**src/hdl/mib_pkg.sv**
```systemverilog
/*
  mib_pkg: shared types and constants for the miscellaneous issue and barrier control.
  assumes: single clock domain, decoder supplies an already classified opcode.
*/
package mib_pkg;
  // address and block geometry
  localparam int VA_W = 64;                 // virtual address width
  localparam int BLK_BYTES = 512;           // prefetch block size in bytes
  localparam int BLK_LSB = $clog2(BLK_BYTES); // offset bits inside a block
  localparam int BLK_W = VA_W - BLK_LSB;    // width of a block number
  localparam int PAL_FN_W = 26;             // library call function field width
  // uninterrupted-sequence flag values
  localparam logic FLAG_CLR = 1'h0;         // value after read-and-clear
  localparam logic FLAG_SET = 1'h1;         // value after read-and-set
  localparam logic FLAG_RST = 1'h0;         // value after reset

  // classified instruction handed over by the decoder
  typedef enum logic [3:0] {
    OP_OTHER,
    OP_PAL_CALL,
    OP_FETCH,
    OP_FETCH_M,
    OP_MEM_BARRIER,
    OP_TRAP_BARRIER,
    OP_READ_CLEAR,
    OP_READ_SET,
    OP_LOAD_LOCKED,
    OP_STORE_COND
  } mib_op_t;
endpackage

```
**src/hdl/mib_pf_if.sv**
```systemverilog
/*
  mib_pf_if: prefetch hand-off between the issue control and the prefetch engine.
  assumes: both ends on sys_clk; a request moves when req_valid and req_ready are both high.
*/
`timescale 1ns/1ps
interface mib_pf_if;
  import mib_pkg::*;
  logic req_valid;              // prefetch hint offered
  logic req_ready;              // engine can take a hint
  logic [VA_W-1:0] req_addr;    // base register value
  logic req_modify;             // modify-intent variant

  modport src (output req_valid, output req_addr, output req_modify, input req_ready);
  modport dst (input req_valid, input req_addr, input req_modify, output req_ready);
endinterface

```
**src/hdl/mib_issue_ctrl.sv**
```systemverilog
/*
  mib_issue_ctrl: issue stalls for library call and barriers, prefetch hand-off, sequence flag.
  assumes: decoder holds in_valid/in_op until issue_ready; pipeline status inputs are on sys_clk.
*/
//
// What this block does
// RL1 - library call waits until no older exception possible
// RL2 - exception while call pending saves call address
// RL3 - call traps into library code, raises nothing
// RL4 - prefetch names aligned 512-byte block of base
// RL5 - prefetch may be dropped; fetch order unspecified
// RL6 - modify-intent variant may request writable block
// RL7 - faulting prefetch silently discarded, never excepts
// RL8 - prefetch takes translation miss, then continues
// RL9 - barrier: later accesses wait for earlier ones
// RL10 - without barrier, accesses may complete any order
// RL11 - barrier only orders, never forces completion
// RL12 - trap barrier stalls until no arithmetic trap
// RL13 - software uses trap barrier before handler switch
// RL14 - read flag to destination, then clear/set it
// RL15 - per-processor flag cleared by exception return
// RL16 - loads, stores, branches keep the flag
`timescale 1ns/1ps
module mib_issue_ctrl
  import mib_pkg::*;
#(
  parameter bit PF_ENABLE = 1'b1  // zero turns prefetch hints into no-operations
)(
  input wire logic sys_clk,
  input wire logic sys_rst,
  input wire logic in_valid,
  input wire mib_op_t in_op,
  input wire logic [VA_W-1:0] in_pc,
  input wire logic [VA_W-1:0] in_base_addr,
  input wire logic [PAL_FN_W-1:0] in_pal_func,
  input wire logic in_pal_eret,
  output logic issue_ready,
  input wire logic older_may_except,
  input wire logic older_may_arith_trap,
  input wire logic mem_outstanding,
  input wire logic exc_taken,
  output logic cont_pc_valid,
  output logic [VA_W-1:0] cont_pc,
  output logic pal_trap_valid,
  output logic [PAL_FN_W-1:0] pal_trap_func,
  output logic result_valid,
  output logic result_data,
  output logic seq_flag,
  output logic xlat_req,
  output logic [VA_W-1:0] xlat_addr,
  input wire logic xlat_done,
  input wire logic xlat_load_fault,
  input wire logic xlat_store_fault,
  input wire logic xlat_tb_miss,
  output logic tb_miss_fault,
  output logic mem_valid,
  output logic [BLK_W-1:0] mem_block,
  output logic mem_modify,
  input wire logic mem_ready
);
  typedef enum logic [1:0] {ST_IDLE, ST_PAL_WAIT, ST_TRAP_WAIT, ST_MB_WAIT} mib_st_t;

  mib_pf_if pf_bus ();                      // hint path to the prefetch engine

  mib_st_t st_ff, nxt_st;                   // issue state
  logic [VA_W-1:0] pc_ff, nxt_pc;           // address of the pending library call
  logic [PAL_FN_W-1:0] fn_ff, nxt_fn;       // its function code
  logic eret_ff, nxt_eret;                  // pending call is exception return
  logic cpv_ff, nxt_cpv;                    // continuation address pulse
  logic [VA_W-1:0] cpc_ff, nxt_cpc;         // continuation address
  logic trap_ff, nxt_trap;                  // library entry pulse
  logic [PAL_FN_W-1:0] tfn_ff, nxt_tfn;     // library entry function
  logic flag_ff, nxt_flag;                  // uninterrupted-sequence flag
  logic rv_ff, nxt_rv;                      // flag read result pulse
  logic rd_ff, nxt_rd;                      // flag read result value
  logic take;                               // instruction issued this cycle
  logic is_fetch;                           // offered op is a prefetch hint

  assign is_fetch = (in_op == OP_FETCH) || (in_op == OP_FETCH_M);
  // wait states block all later issue; hints also wait for engine room
  assign issue_ready = (st_ff == ST_IDLE) && !(is_fetch && !pf_bus.req_ready); // [RL1] [RL12]
  assign take = in_valid && issue_ready;

  // hint forwarded as issued; a fault on it is never reported, only a translation miss is [RL7]
  assign pf_bus.req_valid = in_valid && (st_ff == ST_IDLE) && is_fetch;
  assign pf_bus.req_addr = in_base_addr; // [RL4]
  assign pf_bus.req_modify = (in_op == OP_FETCH_M); // [RL6]

  // issue and barrier sequencing
  always_comb
  begin
    nxt_st = st_ff;
    nxt_pc = pc_ff;
    nxt_fn = fn_ff;
    nxt_eret = eret_ff;
    nxt_cpv = 1'b0;
    nxt_cpc = cpc_ff;
    nxt_trap = 1'b0;
    nxt_tfn = tfn_ff;
    unique case (st_ff)
      ST_IDLE:
      begin
        if (take)
        begin
          unique case (in_op)
            OP_PAL_CALL:
            begin
              nxt_pc = in_pc;
              nxt_fn = in_pal_func;
              nxt_eret = in_pal_eret;
              nxt_st = ST_PAL_WAIT;
            end
            OP_TRAP_BARRIER: nxt_st = ST_TRAP_WAIT;
            // only this processor's order; nothing is pushed out [RL9] [RL11]
            OP_MEM_BARRIER: nxt_st = ST_MB_WAIT;
            // loads and stores otherwise flow without ordering here [RL10]
            default: nxt_st = ST_IDLE;
          endcase
        end
      end
      ST_PAL_WAIT:
      begin
        if (exc_taken)
        begin
          // resume at the call itself, which then reissues [RL2]
          nxt_cpv = 1'b1;
          nxt_cpc = pc_ff;
          nxt_st = ST_IDLE;
        end
        else if (!older_may_except) // [RL1]
        begin
          nxt_trap = 1'b1; // enter library code [RL3]
          nxt_tfn = fn_ff;
          nxt_st = ST_IDLE;
        end
      end
      ST_TRAP_WAIT:
      begin
        // older traps still reach the current handler [RL13]
        if (exc_taken || !older_may_arith_trap) // [RL12]
          nxt_st = ST_IDLE;
      end
      ST_MB_WAIT:
      begin
        // wait for drain, which the memory system does at its own pace [RL11]
        if (exc_taken || !mem_outstanding) // [RL9]
          nxt_st = ST_IDLE;
      end
    endcase
  end

  // issue state registers
  always_ff @(posedge sys_clk or posedge sys_rst)
  begin
    if (sys_rst)
    begin
      st_ff <= ST_IDLE;
      pc_ff <= '0;
      fn_ff <= '0;
      eret_ff <= 1'b0;
      cpv_ff <= 1'b0;
      cpc_ff <= '0;
      trap_ff <= 1'b0;
      tfn_ff <= '0;
    end
    else
    begin
      st_ff <= nxt_st;
      pc_ff <= nxt_pc;
      fn_ff <= nxt_fn;
      eret_ff <= nxt_eret;
      cpv_ff <= nxt_cpv;
      cpc_ff <= nxt_cpc;
      trap_ff <= nxt_trap;
      tfn_ff <= nxt_tfn;
    end
  end

  // sequence flag; exception return and flag ops cannot coincide
  always_comb
  begin
    nxt_flag = flag_ff;
    nxt_rv = 1'b0;
    nxt_rd = rd_ff;
    if (nxt_trap && eret_ff)
      nxt_flag = FLAG_CLR; // [RL15]
    else if (take && (in_op == OP_READ_CLEAR || in_op == OP_READ_SET))
    begin
      nxt_rv = 1'b1;
      nxt_rd = flag_ff; // old value to destination [RL14]
      nxt_flag = (in_op == OP_READ_SET) ? FLAG_SET : FLAG_CLR; // [RL14]
    end
    // locked pairs, loads, stores, branches leave it alone [RL16]
  end

  // one flag per processor instance
  always_ff @(posedge sys_clk or posedge sys_rst)
  begin
    if (sys_rst)
    begin
      flag_ff <= FLAG_RST; // [RL15]
      rv_ff <= 1'b0;
      rd_ff <= 1'b0;
    end
    else
    begin
      flag_ff <= nxt_flag;
      rv_ff <= nxt_rv;
      rd_ff <= nxt_rd;
    end
  end

  assign cont_pc_valid = cpv_ff;
  assign cont_pc = cpc_ff;
  assign pal_trap_valid = trap_ff;
  assign pal_trap_func = tfn_ff;
  assign result_valid = rv_ff;
  assign result_data = rd_ff;
  assign seq_flag = flag_ff;

  // prefetch engine: fault filtering and block request
  mib_prefetch #(
    .PF_ENABLE(PF_ENABLE)
  ) u_pf (
    .sys_clk(sys_clk),
    .sys_rst(sys_rst),
    .pf(pf_bus.dst),
    .xlat_req(xlat_req),
    .xlat_addr(xlat_addr),
    .xlat_done(xlat_done),
    .xlat_load_fault(xlat_load_fault),
    .xlat_store_fault(xlat_store_fault),
    .xlat_tb_miss(xlat_tb_miss),
    .tb_miss_fault(tb_miss_fault),
    .mem_valid(mem_valid),
    .mem_block(mem_block),
    .mem_modify(mem_modify),
    .mem_ready(mem_ready)
  );
endmodule

```
**src/hdl/mib_prefetch.sv**
```systemverilog
/*
  mib_prefetch: turns a prefetch hint into a block request to the memory system.
  assumes: translation unit answers xlat_req with one xlat_done pulse; memory takes mem_valid&&mem_ready.
*/
`timescale 1ns/1ps
module mib_prefetch
  import mib_pkg::*;
#(
  parameter bit PF_ENABLE = 1'b1  // zero makes every hint a no-operation
)(
  input wire logic sys_clk,
  input wire logic sys_rst,
  mib_pf_if.dst pf,
  output logic xlat_req,
  output logic [VA_W-1:0] xlat_addr,
  input wire logic xlat_done,
  input wire logic xlat_load_fault,
  input wire logic xlat_store_fault,
  input wire logic xlat_tb_miss,
  output logic tb_miss_fault,
  output logic mem_valid,
  output logic [BLK_W-1:0] mem_block,
  output logic mem_modify,
  input wire logic mem_ready
);
  typedef enum logic [1:0] {PF_IDLE, PF_XLAT, PF_SEND} mib_pf_st_t;

  mib_pf_st_t st_ff, nxt_st;          // engine state
  logic [VA_W-1:0] addr_ff, nxt_addr; // captured hint address
  logic mod_ff, nxt_mod;              // captured modify intent
  logic tbm_ff, nxt_tbm;              // translation-miss fault pulse

  // next state: idle takes hints, xlat checks, send offers block
  always_comb
  begin
    nxt_st = st_ff;
    nxt_addr = addr_ff;
    nxt_mod = mod_ff;
    nxt_tbm = 1'b0;
    unique case (st_ff)
      PF_IDLE:
      begin
        // hints are accepted even when disabled, then dropped
        if (pf.req_valid && PF_ENABLE) // [RL5]
        begin
          nxt_addr = pf.req_addr; // [RL4]
          nxt_mod = pf.req_modify; // [RL6]
          nxt_st = PF_XLAT;
        end
      end
      PF_XLAT:
      begin
        if (xlat_done)
        begin
          if (xlat_tb_miss)
            nxt_tbm = 1'b1; // take the miss, retry after refill [RL8]
          else if (xlat_load_fault || (mod_ff && xlat_store_fault))
            nxt_st = PF_IDLE; // faulting hint silently dropped [RL7]
          else
            nxt_st = PF_SEND;
        end
      end
      PF_SEND:
      begin
        if (mem_ready)
          nxt_st = PF_IDLE;
      end
      // unused state code falls back to idle rather than locking up
      default: nxt_st = PF_IDLE;
    endcase
  end

  // state registers
  always_ff @(posedge sys_clk or posedge sys_rst)
  begin
    if (sys_rst)
    begin
      st_ff <= PF_IDLE;
      addr_ff <= '0;
      mod_ff <= 1'b0;
      tbm_ff <= 1'b0;
    end
    else
    begin
      st_ff <= nxt_st;
      addr_ff <= nxt_addr;
      mod_ff <= nxt_mod;
      tbm_ff <= nxt_tbm;
    end
  end

  assign pf.req_ready = (st_ff == PF_IDLE);
  // a miss pulse drops the request for one cycle so translation restarts
  assign xlat_req = (st_ff == PF_XLAT) && !tbm_ff;
  assign xlat_addr = addr_ff;
  assign tb_miss_fault = tbm_ff;
  assign mem_valid = (st_ff == PF_SEND);
  // whole aligned block; order inside it is left to memory [RL4] [RL5]
  assign mem_block = addr_ff[VA_W-1:BLK_LSB];
  assign mem_modify = mod_ff; // [RL6]
endmodule

```
**config.mk**
```make
export PLATFORM = sky130hd
export DESIGN_NAME = mib_issue_ctrl
export DESIGN_NICKNAME = d
export VERILOG_FILES = /design/src/hdl/mib_pkg.sv /design/src/hdl/mib_pf_if.sv /design/src/hdl/mib_issue_ctrl.sv /design/src/hdl/mib_prefetch.sv
export SDC_FILE = /design/constraint.sdc
export NUM_CORES = 1
export LEC_CHECK = 0
export ABC_AREA = 1
export BUFFER_PORTS_ARGS = -buffer_cell sky130_fd_sc_hd__buf_2
export CAP_MARGIN = 20
export CORE_AREA = 2 2 151 153
export DETAILED_ROUTE_END_ITERATION = 6
export DIE_AREA = 0 0 153 155
export PLACE_DENSITY = 0.93
export SLEW_MARGIN = 20
export SYNTH_ARGS = -nofsm -noshare
export SYNTH_HDL_FRONTEND = slang
export SYNTH_SLANG_ARGS = --single-unit
```
**constraint.sdc**
```tcl
create_clock -name sys_clk -period 24.2 [get_ports sys_clk]
set_input_delay 7.26 -clock sys_clk [delete_from_list [all_inputs] [get_ports sys_clk]]
set_output_delay 7.26 -clock sys_clk [all_outputs]
set_load 0.03 [all_outputs]
```
* Word level (Yosys, flattened, before mapping) *
Cells that the tools add are included.

storage, ports and cells
  logic and storage cells = 93
  output and inout port bits = 219
  input port bits = 171
  bits in registers = 256

operators by class
  bitwise gates (word level) = 3
  equality and inequality tests = 20
  multiplexer cells = 26
  reductions and logical operators = 29

operators by type and width
  cell                                                    count
  2-to-1 mux 2 bit                                        10
  == test 4 x 3 -> 1 bit (second input constant)          4
  2-to-1 mux 1 bit                                        13
  inequality test 2 bit (second input constant)           6
  one-hot mux 2 bit (3 select lines)                      2
  logical AND 1 bit                                       9
  == test 4 x 2 -> 1 bit (second input constant)          2
  one-hot mux 2 bit (4 select lines)                      1
  AND reduction 4 bit                                     2
  == test 2 bit (second input constant)                   3
  AND reduction 2 bit                                     3
  AND reduction 3 bit                                     2
  zero test 1 bit                                         5
  logical OR 1 bit                                        5
  == test 2 x 1 -> 1 bit (second input constant)          2
  == test 4 x 1 -> 1 bit (second input constant)          1
  zero test 2 bit                                         2
  inequality test 3 bit (second input constant)           1
  inverter 1 bit                                          3
  inequality test 2 x 1 -> 1 bit (second input constant)  1
  nonzero test 2 bit                                      1

* Longest topological paths before layout *
Gate-level depths: netlist of run 1.

  depth in word-level cells = 9
  depth in mapped cells = 9
  depth with buffers taken out = 8

* Cells and area by module *
Synthesis of run 1 repeated with hierarchy kept, for this count alone.

second synthesis, totals
  cell total of the unflattened synthesis = 1205
  area, all modules = 10731.5 sq um

by module, submodules not included
  module          cells each  sequential area each (sq um)  times used  area each (sq um)
  mib_issue_ctrl  840         4704.5                        1           7574.8
  mib_prefetch    365         1701.6                        1           3156.8

* Worst setup path before layout of run 1 *
No wires, ideal clock.

  path type = input port to output port
  from = input port in_op[3]
  to = output port issue_ready
  stages = 4
  data required time = 16940 ps
  arrival time = 7726 ps
  buffers on the path = 0
  slack = 9214 ps
  cells stage by stage = nor2_4 nand3_1 nand2_1 inv_1

on the way
  longest elaborated chain between the ends = 5
  elaborated cells between the ends (all ways) = 6
  classes of those cells = eq/ne (2); reduce/logical (4)

ends and longest elaborated chain
  item                    RTL line              text
  from (decl)             mib_issue_ctrl.sv:32  input wire mib_op_t in_op,
  == test 4 x 2 -> 1 bit  mib_issue_ctrl.sv:79  assign is_fetch = (in_op == OP_FETCH) || (in_op == OP_FETCH_M);
  logical OR 1 bit *      mib_issue_ctrl.sv:79
  logical AND 1 bit *     mib_issue_ctrl.sv:81  assign issue_ready = (st_ff == ST_IDLE) && !(is_fetch && !pf_bus.req_ready);
  zero test 1 bit *       mib_issue_ctrl.sv:81
  logical AND 1 bit *     mib_issue_ctrl.sv:81
  to (decl)               mib_issue_ctrl.sv:37  output logic issue_ready,

Mark *: on every way between the ends. The rest lies on a longest branch, timed or not.

* Final worst setup path of run 1 *
Same ends and word-level chain as after synthesis.

==> out/metrics.yaml, run 1 <==
ctsResizeCount: 0
yosysTopAreaCell: "dfrtp_1"
synthAdderAreaFrac_pct: 0
min_period_ns: 15.44
grt_overflow: 0
synth_mux_area_share_pct: 0
arrival_ns: 8.18
start_util_pct: 50.09
worstHoldPathType: "reg -> reg"
slew_viol_final: 0
syn_to_final_growth_pct: 21.28
rsz0062_at_grt: "false"
start_kind: "primary input"
cts_buffer_depth: 3
nets: 1672
fill_cells: 1807
grt_max_degree: 127
placed_cell_area_sq_mm: 0.01259
htree_levels: 1
synth_top_cell_area_share_pct: 57.53
powerDensity_mw_per_mm2: 126.4
cts.reportedPaths.clkPinSlew_ns: 0.06
dieHeight_um: 155
antenna_found_initial: 2
cts_root_buf: "clkbuf_16"
dp.cells: 1757
worst_ep_required_time_ns: 16.94
drive_gt1_share_pct: 36.03
crit_path_max_fanout: 4
cts_sinks: 256
drc: 0
syn-cell-area_sq_mm: 0.01113
synth_commonest_cells: "nand2_1 (543), dfrtp_1 (256), inv_1 (82), nand3_2 (70), buf_4 (69)"
ys_top_cells_by_area: "dfrtp_1 (58%), nand2_1 (18%), nand3_2 (6.3%)"
cp-end-kind: "primary output"
synthArstFlopShare_pct: 100.0
finalCritPeriodShare_pct: 63.79
core.rowCount: 55
syn-num-nets: 1363
yosys.area_share.simple_pct: 27.15
chipWidth_um: 153
hold_viol: 0
worst_hold_slack_ns: 0.4664
grt_pass1_vias: 8910
vdd_drop_max_mv: 0.07560
postCtsSetupBuffers: 0
synthCells: 1192
core-area_sq_mm: 0.02223
die_area_sq_mm: 0.02372
path_class: "in -> out"
ys_ff_latch: 256
via_per_inst: 4.997
fin_setup_tns_ns: 0
synth-compound-area-share_pct: 4.057
synth_top_family_by_area: "simple AND/OR/NAND/NOR gates"
pin_count: 390
ys.warnings.count: 0
synth.avg_cell_area_sq_um: 9.341
worst_pin_slew_ns: 1.099
synthFlopType: "dfrtp_1"
p_leak_nw: 7.907
cts_hold_buf: 0
routed_wl_um: 28870
gp_congestion: 0.8734
num_vias: 9035
seq_area_frac_synth_pct: 57.53
grt_pass1_wl_um: 45930
yosys.cell_types.count: 28
tritoncts: "yes"
drt_iter0_drc: 603
synth_edf_count: 0
port_buffers: 389
design_area_sq_mm: 0.01350
firstDrtPassIters: 7
wl_per_cell_um: 15.97
dpl.hpwl_um: 19880
maxCapViolCount: 0
setup_viol: 0
layout.cells.non_filler: 1808
max_freq_mhz: 64.78
clk_latency_ns: 0.54
grt_usage_pct: 23.92
slew_headroom_pct: 26.71
finClkSkew_ns: 0.02678
tritoncts.num_buffers: 27
synth-xor-area-share_pct: 0
synthMostInstantiatedCell: "nand2_1"
status: "finished, final reports clean"
post-route-util_pct: 60.75
postRouteAntennaNets: 0
worst paths after layout:
| kind | from | to | cells past startpoint | slack, ns |
|---|---|---|---|---|
| setup / recovery | in_op[3] | issue_ready | 6 | 8.76 |
| hold / removal | cont_pc[7] | cont_pc[7] | 2 | 0.47 |
| setup reg to reg | st_ff[0] | pc_ff[34] | 8 | 21.77 |
| hold reg to reg | cont_pc[7] | cont_pc[7] | 2 | 0.47 |
| max in group asynchronous | sys_rst | cont_pc[55] | 3 | 15.78 |
| min in group asynchronous | sys_rst | cont_pc[6] | 2 | 6.89 |
report_power, final:
group / total (mW) / internal, mW / switching [mW]
Combinational: 0.624 / 0.166 / 0.458
Sequential: 0.666 / 0.570 / 0.0956
Clock: 0.417 / 0.247 / 0.170
Total: 1.71 / 0.984 / 0.723
cell usage in the layout (no fill, tap or decap):
cell and count:
nor2_1 8, clkbuf_1 7, nor3_4 1, a21oi_1 2, o21ai_2 26, inv_4 3
nand3_2 70, o21ai_0 1, nand2_1 543, inv_1 81, nand4_4 1, a31oi_1 1
nand2_2 2, bufinv_16 2, clkinv_2 5, buf_2 389, nand3_1 30, nor2_4 3
diode_2 2, clkbuf_8 6, clkbuf_16 27, nand2_4 1, inv_16 1, o21ai_1 39
inv_2 1, a211oi_1 1, inv_8 2, buf_6 1, buf_4 6, nor3_1 4
dfrtp_1 256, inv_6 1
worst max-delay path, stage by stage:
cell	delay (ns)
buf_2	0.12
nor2_4	0.24
nand3_1	0.18
nand2_1	0.13
inv_1	0.05
buf_2	0.17
metrics by stage:
stage	setup slack (ns)	total power, mW
CTS	8.727	1.717
global placement	8.736	1.266
floorplan	9.214	1.134
global route	8.682	1.790
detailed placement	8.727	1.293
finish	8.764	1.707
cell families (layout without fill, tap and decap cells):
family | Yosys count | after routing
buffers and inverters | 203 | 532
other | 0 | 2
and+or+nand+nor | 663 | 663
DFF | 256 | 256
AOI/OAI and AO/OA | 70 | 70
state kept, by name (all words and copies together) (netlist names), 2 cells and up:
register        count
cont_pc            64
pc_ff              64
u_pf.xlat_addr     64
fn_ff              26
pal_trap_func      26
st_ff               2
u_pf.st_ff          2
metal layers:
metal / track usage, % / vias up / part of all wire, %
li1: - / 4235 / -
met1: 30.59 / 4334 / 40
met2: 40.55 / 391 / 50
met3: 4.178 / 75 / 6.8
met4: 10.19 / 0 / 4.1
met5: 0 / - / 0
layout make-up:
cell class | instances | area [sq um] | area share, %
Timing Repair Buffer | 396 | 2003 | 14.83
Tap cell | 285 | 356.6 | 2.641
Clock buffer | 40 | 784.5 | 5.809
Clock inverter | 9 | 120.1 | 0.8895
Multi-Input combinational cell | 733 | 3486 | 25.81
Inverter | 87 | 342.8 | 2.539
Antenna cell | 2 | 5.005 | 0.03706
Sequential cell | 256 | 6406 | 47.44
No activity file was read; power rests on OpenSTA's default activity.
==> run 2: changes to the inputs <==
--- a/config.mk
+++ b/config.mk
@@ -8,10 +8,10 @@
 export ABC_AREA = 1
 export BUFFER_PORTS_ARGS = -buffer_cell sky130_fd_sc_hd__buf_2
 export CAP_MARGIN = 20
-export CORE_AREA = 2 2 151 153
+export CORE_MARGIN = 2
+export CORE_UTILIZATION = 50
 export DETAILED_ROUTE_END_ITERATION = 6
-export DIE_AREA = 0 0 153 155
-export PLACE_DENSITY = 0.93
+export PLACE_DENSITY = 0.92
 export SLEW_MARGIN = 20
 export SYNTH_ARGS = -nofsm -noshare
 export SYNTH_HDL_FRONTEND = slang
==> constraint.sdc (replaced) <==
create_clock -name sys_clk -period 15.54 [get_ports sys_clk]
set_input_delay 4.662 -clock sys_clk [delete_from_list [all_inputs] [get_ports sys_clk]]
set_output_delay 4.662 -clock sys_clk [all_outputs]
set_load 0.03 [all_outputs]
==> run 2 against run 1 <==
Compared with the run above:
- clock-buffer cell count is 3 lower
- critical endpoint unchanged
- setup slack got worse by 3.3 ns
- utilization rose by 1.3 points
- clock power is 61% higher
- global-route usage is 0.70 points higher
- sequential share of layout area down 0.14 points
- combinational power is 56% higher
- largest power group unchanged
- worst hold slack got worse by 0.0039 ns
- first-iteration DRC count is 16% higher
- total power rose by 57%
==> out/metrics.yaml, run 2 (synthesis gave the netlist of run 1 again) <==
status: "finished, final reports clean"  # unchanged
grt_max_degree: 126  # was 127
core-area_sq_mm: 0.02182  # was 0.02223 sq mm
slew_headroom_pct: 30.04  # was 26.71%
setup_viol: 0  # unchanged
postRouteAntennaNets: 0  # unchanged
maxCapViolCount: 0  # unchanged
finClkSkew_ns: 0.02306  # was 0.02678 ns
port_buffers: 389  # unchanged
htree_levels: 1  # unchanged
grt_usage_pct: 24.62  # was 23.92%
cts_hold_buf: 0  # unchanged
fill_cells: 1746  # was 1,807
drc: 0  # unchanged
worst_hold_slack_ns: 0.4625  # was 0.4664 ns
core.rowCount: 54  # was 55
min_from: "fn_ff[10]"  # was cont_pc[7]
cts_buffer_depth: 3  # unchanged
holdPathEnd: "pal_trap_func[10]"  # was cont_pc[7]
syn_to_final_growth_pct: 21.64  # was 21.28%
grt_pass1_wl_um: 46880  # was 45,930 um
post-route-util_pct: 62.06  # was 60.75%
ctsResizeCount: 0  # unchanged
final_common_cell: "nand2_1"  # unchanged
fin_setup_tns_ns: 0  # unchanged
ff2ff_path_depth: 8  # unchanged
crit-reg2reg-launch: "st_ff[0]"  # unchanged
cts_root_buf: "clkbuf_16"  # unchanged
p_leak_nw: 7.929  # was 7.907 nW
dieHeight_um: 153.2  # was 155 um
clk_latency_ns: 0.54  # about the same
p_total_mw: 2.680  # was 1.707 mW
arrival_ns: 5.41  # was 8.18 ns
placed_cell_area_sq_mm: 0.01260  # was 0.01259 sq mm
slew_viol_final: 0  # unchanged
max_freq_mhz: 99.32
vdd_drop_max_mv: 0.1113  # was 0.07560 mV
via_per_inst: 5.050  # was 4.997
start_kind: "primary input"  # unchanged
antenna_found_initial: 4  # was 2
min_period_ns: 10.07
gp_congestion: 0.8781  # was 0.8734
design_area_sq_mm: 0.01354  # was 0.01350 sq mm
grt_pass1_vias: 8916  # was 8,910
dpl.hpwl_um: 20400  # was 19,880 um
cts.reportedPaths.clkPinSlew_ns: 0.06  # about the same
cts_sinks: 256  # unchanged
powerDensity_mw_per_mm2: 197.9  # was 126.4 mW/mm^2
postCtsSetupBuffers: 0  # unchanged
preCtsSetupSlack_ns: 5.485  # was 8.727 ns
worstHoldPathType: "reg -> reg"  # unchanged
firstDrtPassIters: 5  # was 7
r2r_end: "pc_ff[5]"  # was pc_ff[34]
cp-end-kind: "primary output"  # unchanged
finalCritPeriodShare_pct: 64.79
layout.cells.non_filler: 1804  # was 1,808
seq_area_sq_mm: 0.006406  # unchanged
dp.cells: 1753  # was 1,757
start_util_pct: 51.02  # was 50.09%
rrSetupSlack_ns: 13.02  # was 21.77 ns
final_cell_mix: "nand2_1 (543), buf_2 (389), dfrtp_1 (256)"  # unchanged
die_area_sq_mm: 0.02348  # was 0.02372 sq mm
worst_ep_required_time_ns: 10.88  # was 16.94 ns
multiInputGateArea_sq_mm: 0.003486  # unchanged
tritoncts.num_buffers: 27  # unchanged
crit_path_max_fanout: 4  # unchanged
whs_path_depth: 2  # unchanged
hold_viol: 0  # unchanged
path_class: "in -> out"  # unchanged
worst_pin_slew_ns: 1.049  # was 1.099 ns
chipWidth_um: 153.2  # was 153 um
nets: 1673  # was 1,672
grt_overflow: 0  # unchanged
wl_per_cell_um: 16.41  # was 15.97 um
drt_iter0_drc: 701  # was 603
drive_gt1_share_pct: 36.16  # was 36.03%
routed_wl_um: 29600  # was 28,870 um
pin_count: 390  # unchanged
setup_ws_ns: 5.472  # was 8.764 ns
tritoncts: "yes"  # unchanged
rsz0062_at_grt: "false"  # unchanged
num_vias: 9110  # was 9,035
run 2: worst max-delay path, cell delays in order:
cell and delay, ns:
buf_2 0.14, nor2_4 0.15, nand3_1 0.15, nand2_1 0.10, inv_1 0.04, buf_2 0.17
run 2: area by class of cell:
cell class	count	area share, %
tap	280	2.587
inverter	87	2.522
clock buffer	37	5.635
multi-input combinational	733	25.74
antenna	3	0.05543
timing repair buffer	397	14.94
clock inverter	11	1.229
sequential	256	47.30
run 2: power by group:
group          switching, mW  leakage, nW  internal [mW]  total [mW]
registers              0.144         3.31          0.888        1.03
logic                  0.715         4.16          0.260       0.975
clock network          0.263        0.460          0.410       0.673
run 2: worst max-delay path by stage:
| stage | startpoint | endpoint | slack, ns | cells after the start |
|---|---|---|---|---|
| after floorplan | sys_rst | cont_pc[0] | 3.84 | 1 |
| after global placement | in_op[3] | issue_ready | 5.48 | 6 |
| after detailed placement | in_op[3] | issue_ready | 5.49 | 6 |
| after CTS | in_op[3] | issue_ready | 5.48 | 6 |
| after global routing | in_op[3] | issue_ready | 5.43 | 6 |
| final | in_op[2] | issue_ready | 5.47 | 6 |
run 2: routing by layer:
layer / vias up / share of wire, % / global-route usage (%)
met5: - / 0.041 / 0
met1: 4367 / 38 / 30.47
li1: 4223 / - / -
met2: 423 / 49 / 41.48
met4: 2 / 4.1 / 9.921
met3: 95 / 8.5 / 6.266
==> run 3: changes to the inputs <==
--- a/config.mk
+++ b/config.mk
@@ -9,9 +9,9 @@
 export BUFFER_PORTS_ARGS = -buffer_cell sky130_fd_sc_hd__buf_2
 export CAP_MARGIN = 20
 export CORE_MARGIN = 2
-export CORE_UTILIZATION = 50
+export CORE_UTILIZATION = 45
 export DETAILED_ROUTE_END_ITERATION = 6
-export PLACE_DENSITY = 0.92
+export PLACE_DENSITY = 0.88
 export SLEW_MARGIN = 20
 export SYNTH_ARGS = -nofsm -noshare
 export SYNTH_HDL_FRONTEND = slang
==> constraint.sdc (replaced) <==
create_clock -name sys_clk -period 8.5 [get_ports sys_clk]
set_input_delay 2.55 -clock sys_clk [delete_from_list [all_inputs] [get_ports sys_clk]]
set_output_delay 2.55 -clock sys_clk [all_outputs]
set_load 0.03 [all_outputs]
==> run 3 against run 2 <==
Compared with the run above:
- die area rose by 11%
- non-clock buffer count rose by 1
- clock-buffer cell count fell by 1
- sequential cell count did not move
- routed wire length fell by 1.4%
- total power rose by 82%
- utilization fell by 6.1 points
- register-to-register slack got worse by 7.2 ns
- sequential power rose by 83%
- via count fell by 0.98%
- worst hold slack improved by 0.0024 ns
==> out/metrics.yaml, run 3 (synthesis gave the netlist of run 1 again) <==
die_area_sq_mm: 0.02602  # was 0.02348 sq mm
port_buffers: 389  # unchanged
cts_buffer_depth: 3  # unchanged
final_cell_mix: "nand2_1 (543), buf_2 (389), dfrtp_1 (256)"  # unchanged
whs_path_depth: 2  # unchanged
grt_overflow: 0  # unchanged
postRouteAntennaNets: 0  # unchanged
powerDensity_mw_per_mm2: 358.9  # was 197.9 mW/mm^2
max_freq_mhz: 165.7
nets: 1674  # was 1,673
fill_cells: 2026  # was 1,746
worst_ep_required_time_ns: 5.95  # was 10.88 ns
dpl.hpwl_um: 19990  # was 20,400 um
antenna_found_initial: 3  # was 4
cp-end-kind: "primary output"  # unchanged
arrival_ns: 3.49  # was 5.41 ns
cts_hold_buf: 0  # unchanged
finalCritPeriodShare_pct: 71.02
p_leak_nw: 7.933  # was 7.929 nW
crit_path_top_delay_cell: "buf_2"  # unchanged
start_util_pct: 45.78  # was 51.02%
tritoncts: "yes"  # unchanged
drive_gt1_share_pct: 36.31  # was 36.16%
ctsResizeCount: 0  # unchanged
setup_ws_ns: 2.464  # was 5.472 ns
setup_viol: 0  # unchanged
crit_path_max_fanout: 4  # unchanged
finClkSkew_ns: 0.02417  # was 0.02306 ns
r2r_end: "fn_ff[8]"  # was pc_ff[5]
via_per_inst: 4.881  # was 5.050
crit-reg2reg-launch: "u_pf.st_ff[1]"  # was st_ff[0]
fin_setup_tns_ns: 0  # unchanged
wl_per_cell_um: 15.79  # was 16.41 um
min_from: "cont_pc[45]"  # was fn_ff[10]
rsz0062_at_grt: "false"  # unchanged
drc: 0  # unchanged
cp_common_cell: "buf_2"  # unchanged
worst_pin_slew_ns: 1.045  # was 1.049 ns
core-area_sq_mm: 0.02432  # was 0.02182 sq mm
cts_sinks: 256  # unchanged
min_period_ns: 6.036
pin_count: 390  # unchanged
final_common_cell: "nand2_1"  # unchanged
chipWidth_um: 161.3  # was 153.2 um
grt_max_degree: 146  # was 126
htree_levels: 1  # unchanged
grt_usage_pct: 22.03  # was 24.62%
vdd_drop_max_mv: 0.2978  # was 0.1113 mV
num_vias: 9021  # was 9,110
hold_viol: 0  # unchanged
postCtsSetupBuffers: 0  # unchanged
grt_pass1_wl_um: 45970  # was 46,880 um
core.rowCount: 57  # was 54
maxCapViolCount: 0  # unchanged
max_stage_delay_ns: 0.21  # was 0.17 ns
rrSetupSlack_ns: 5.85  # was 13.02 ns
cts_root_buf: "clkbuf_16"  # unchanged
worstHoldPathType: "reg -> reg"  # unchanged
status: "finished, final reports clean"  # unchanged
dieHeight_um: 161.3  # was 153.2 um
syn_to_final_growth_pct: 22.25  # was 21.64%
firstDrtPassIters: 5  # unchanged
cp_cell_sequence: "buf_2, nor2_4, nand3_1, nand2_1, inv_1, buf_2"  # unchanged
slew_headroom_pct: 30.33  # was 30.04%
grt_pass1_vias: 9011  # was 8,916
cts.reportedPaths.clkPinSlew_ns: 0.06  # about the same
path_class: "in -> out"  # unchanged
holdPathEnd: "cont_pc[45]"  # was pal_trap_func[10]
tritoncts.num_buffers: 27  # unchanged
ff2ff_path_depth: 8  # unchanged
slew_viol_final: 0  # unchanged
clk_latency_ns: 0.54  # about the same
start_kind: "primary input"  # unchanged
drt_iter0_drc: 684  # was 701
preCtsSetupSlack_ns: 2.507  # was 5.485 ns
routed_wl_um: 29180  # was 29,600 um
gp_congestion: 0.9058  # was 0.8781
## run 3: changes by cell type in the layout (fill, tap and decap cells not counted), sizes merged
cell	before	now
clkbuf	37	36
diode	3	1
buf	397	398
clkinv	5	7
clkinvlp	0	2
inv	89	87
## run 3: layout make-up
| class | instances | area (sq um) | share of cell area, % |
|---|---|---|---|
| sequential | 256 | 6406 | 47.06 |
| antenna | 1 | 2.502 | 0.01838 |
| tap | 324 | 405.4 | 2.978 |
| timing repair buffer | 398 | 2043 | 15.01 |
| multi-input combinational | 733 | 3486 | 25.61 |
| clock buffer | 36 | 759.5 | 5.580 |
| inverter | 87 | 337.8 | 2.482 |
| clock inverter | 13 | 171.4 | 1.259 |
## run 3: worst max-delay path by stage
stage / start / to
floorplan: sys_rst / cont_pc[0]
global placement: in_op[3] / issue_ready
detailed placement: in_op[2] / issue_ready
CTS: in_op[2] / issue_ready
global route: in_op[3] / issue_ready
finish: in_op[2] / issue_ready
## run 3: worst max-delay path, delay by kind of cell
| family | cells | cell delay, ns |
|---|---|---|
| and+or+nand+nor | 3 | 0.47 |
| buffers and inverters | 3 | 0.47 |
## run 3: routing by layer
layer / GRT usage (%) / vias to the layer above / routed length, um
met4: 7.630 / 4 / 944
met1: 26.78 / 4366 / 11320
met2: 38.56 / 346 / 14800
met5: 0 / - / 27
li1: - / 4234 / -
met3: 5.136 / 71 / 2089
## run 3: metrics by stage
step | cell area (sq um) | power (mW) | std cells | hold WS, ns | utilization [%]
2_1_floorplan | 11140 | 3.230 | 1192 | 0.4422 | -
3_3_place_gp | 12650 | 3.613 | 1797 | 0.4492 | 52.03
3_5_place_dp | 12650 | 3.677 | 1797 | 0.4527 | 52.03
4_1_cts | 13590 | 4.922 | 1846 | 0.4677 | 55.86
5_1_grt | 13610 | 5.143 | 1848 | 0.4840 | 55.97
6_report | 13610 | 4.886 | 1848 | 0.4648 | 55.97
## run 3: where the power goes
group | total, mW | switching [mW] | internal [mW] | leakage, nW
clock network | 1.22 | 0.475 | 0.747 | 0.462
logic | 1.78 | 1.31 | 0.475 | 4.16
registers | 1.88 | 0.259 | 1.62 | 3.31
total | 4.89 | 2.04 | 2.85 | 7.93
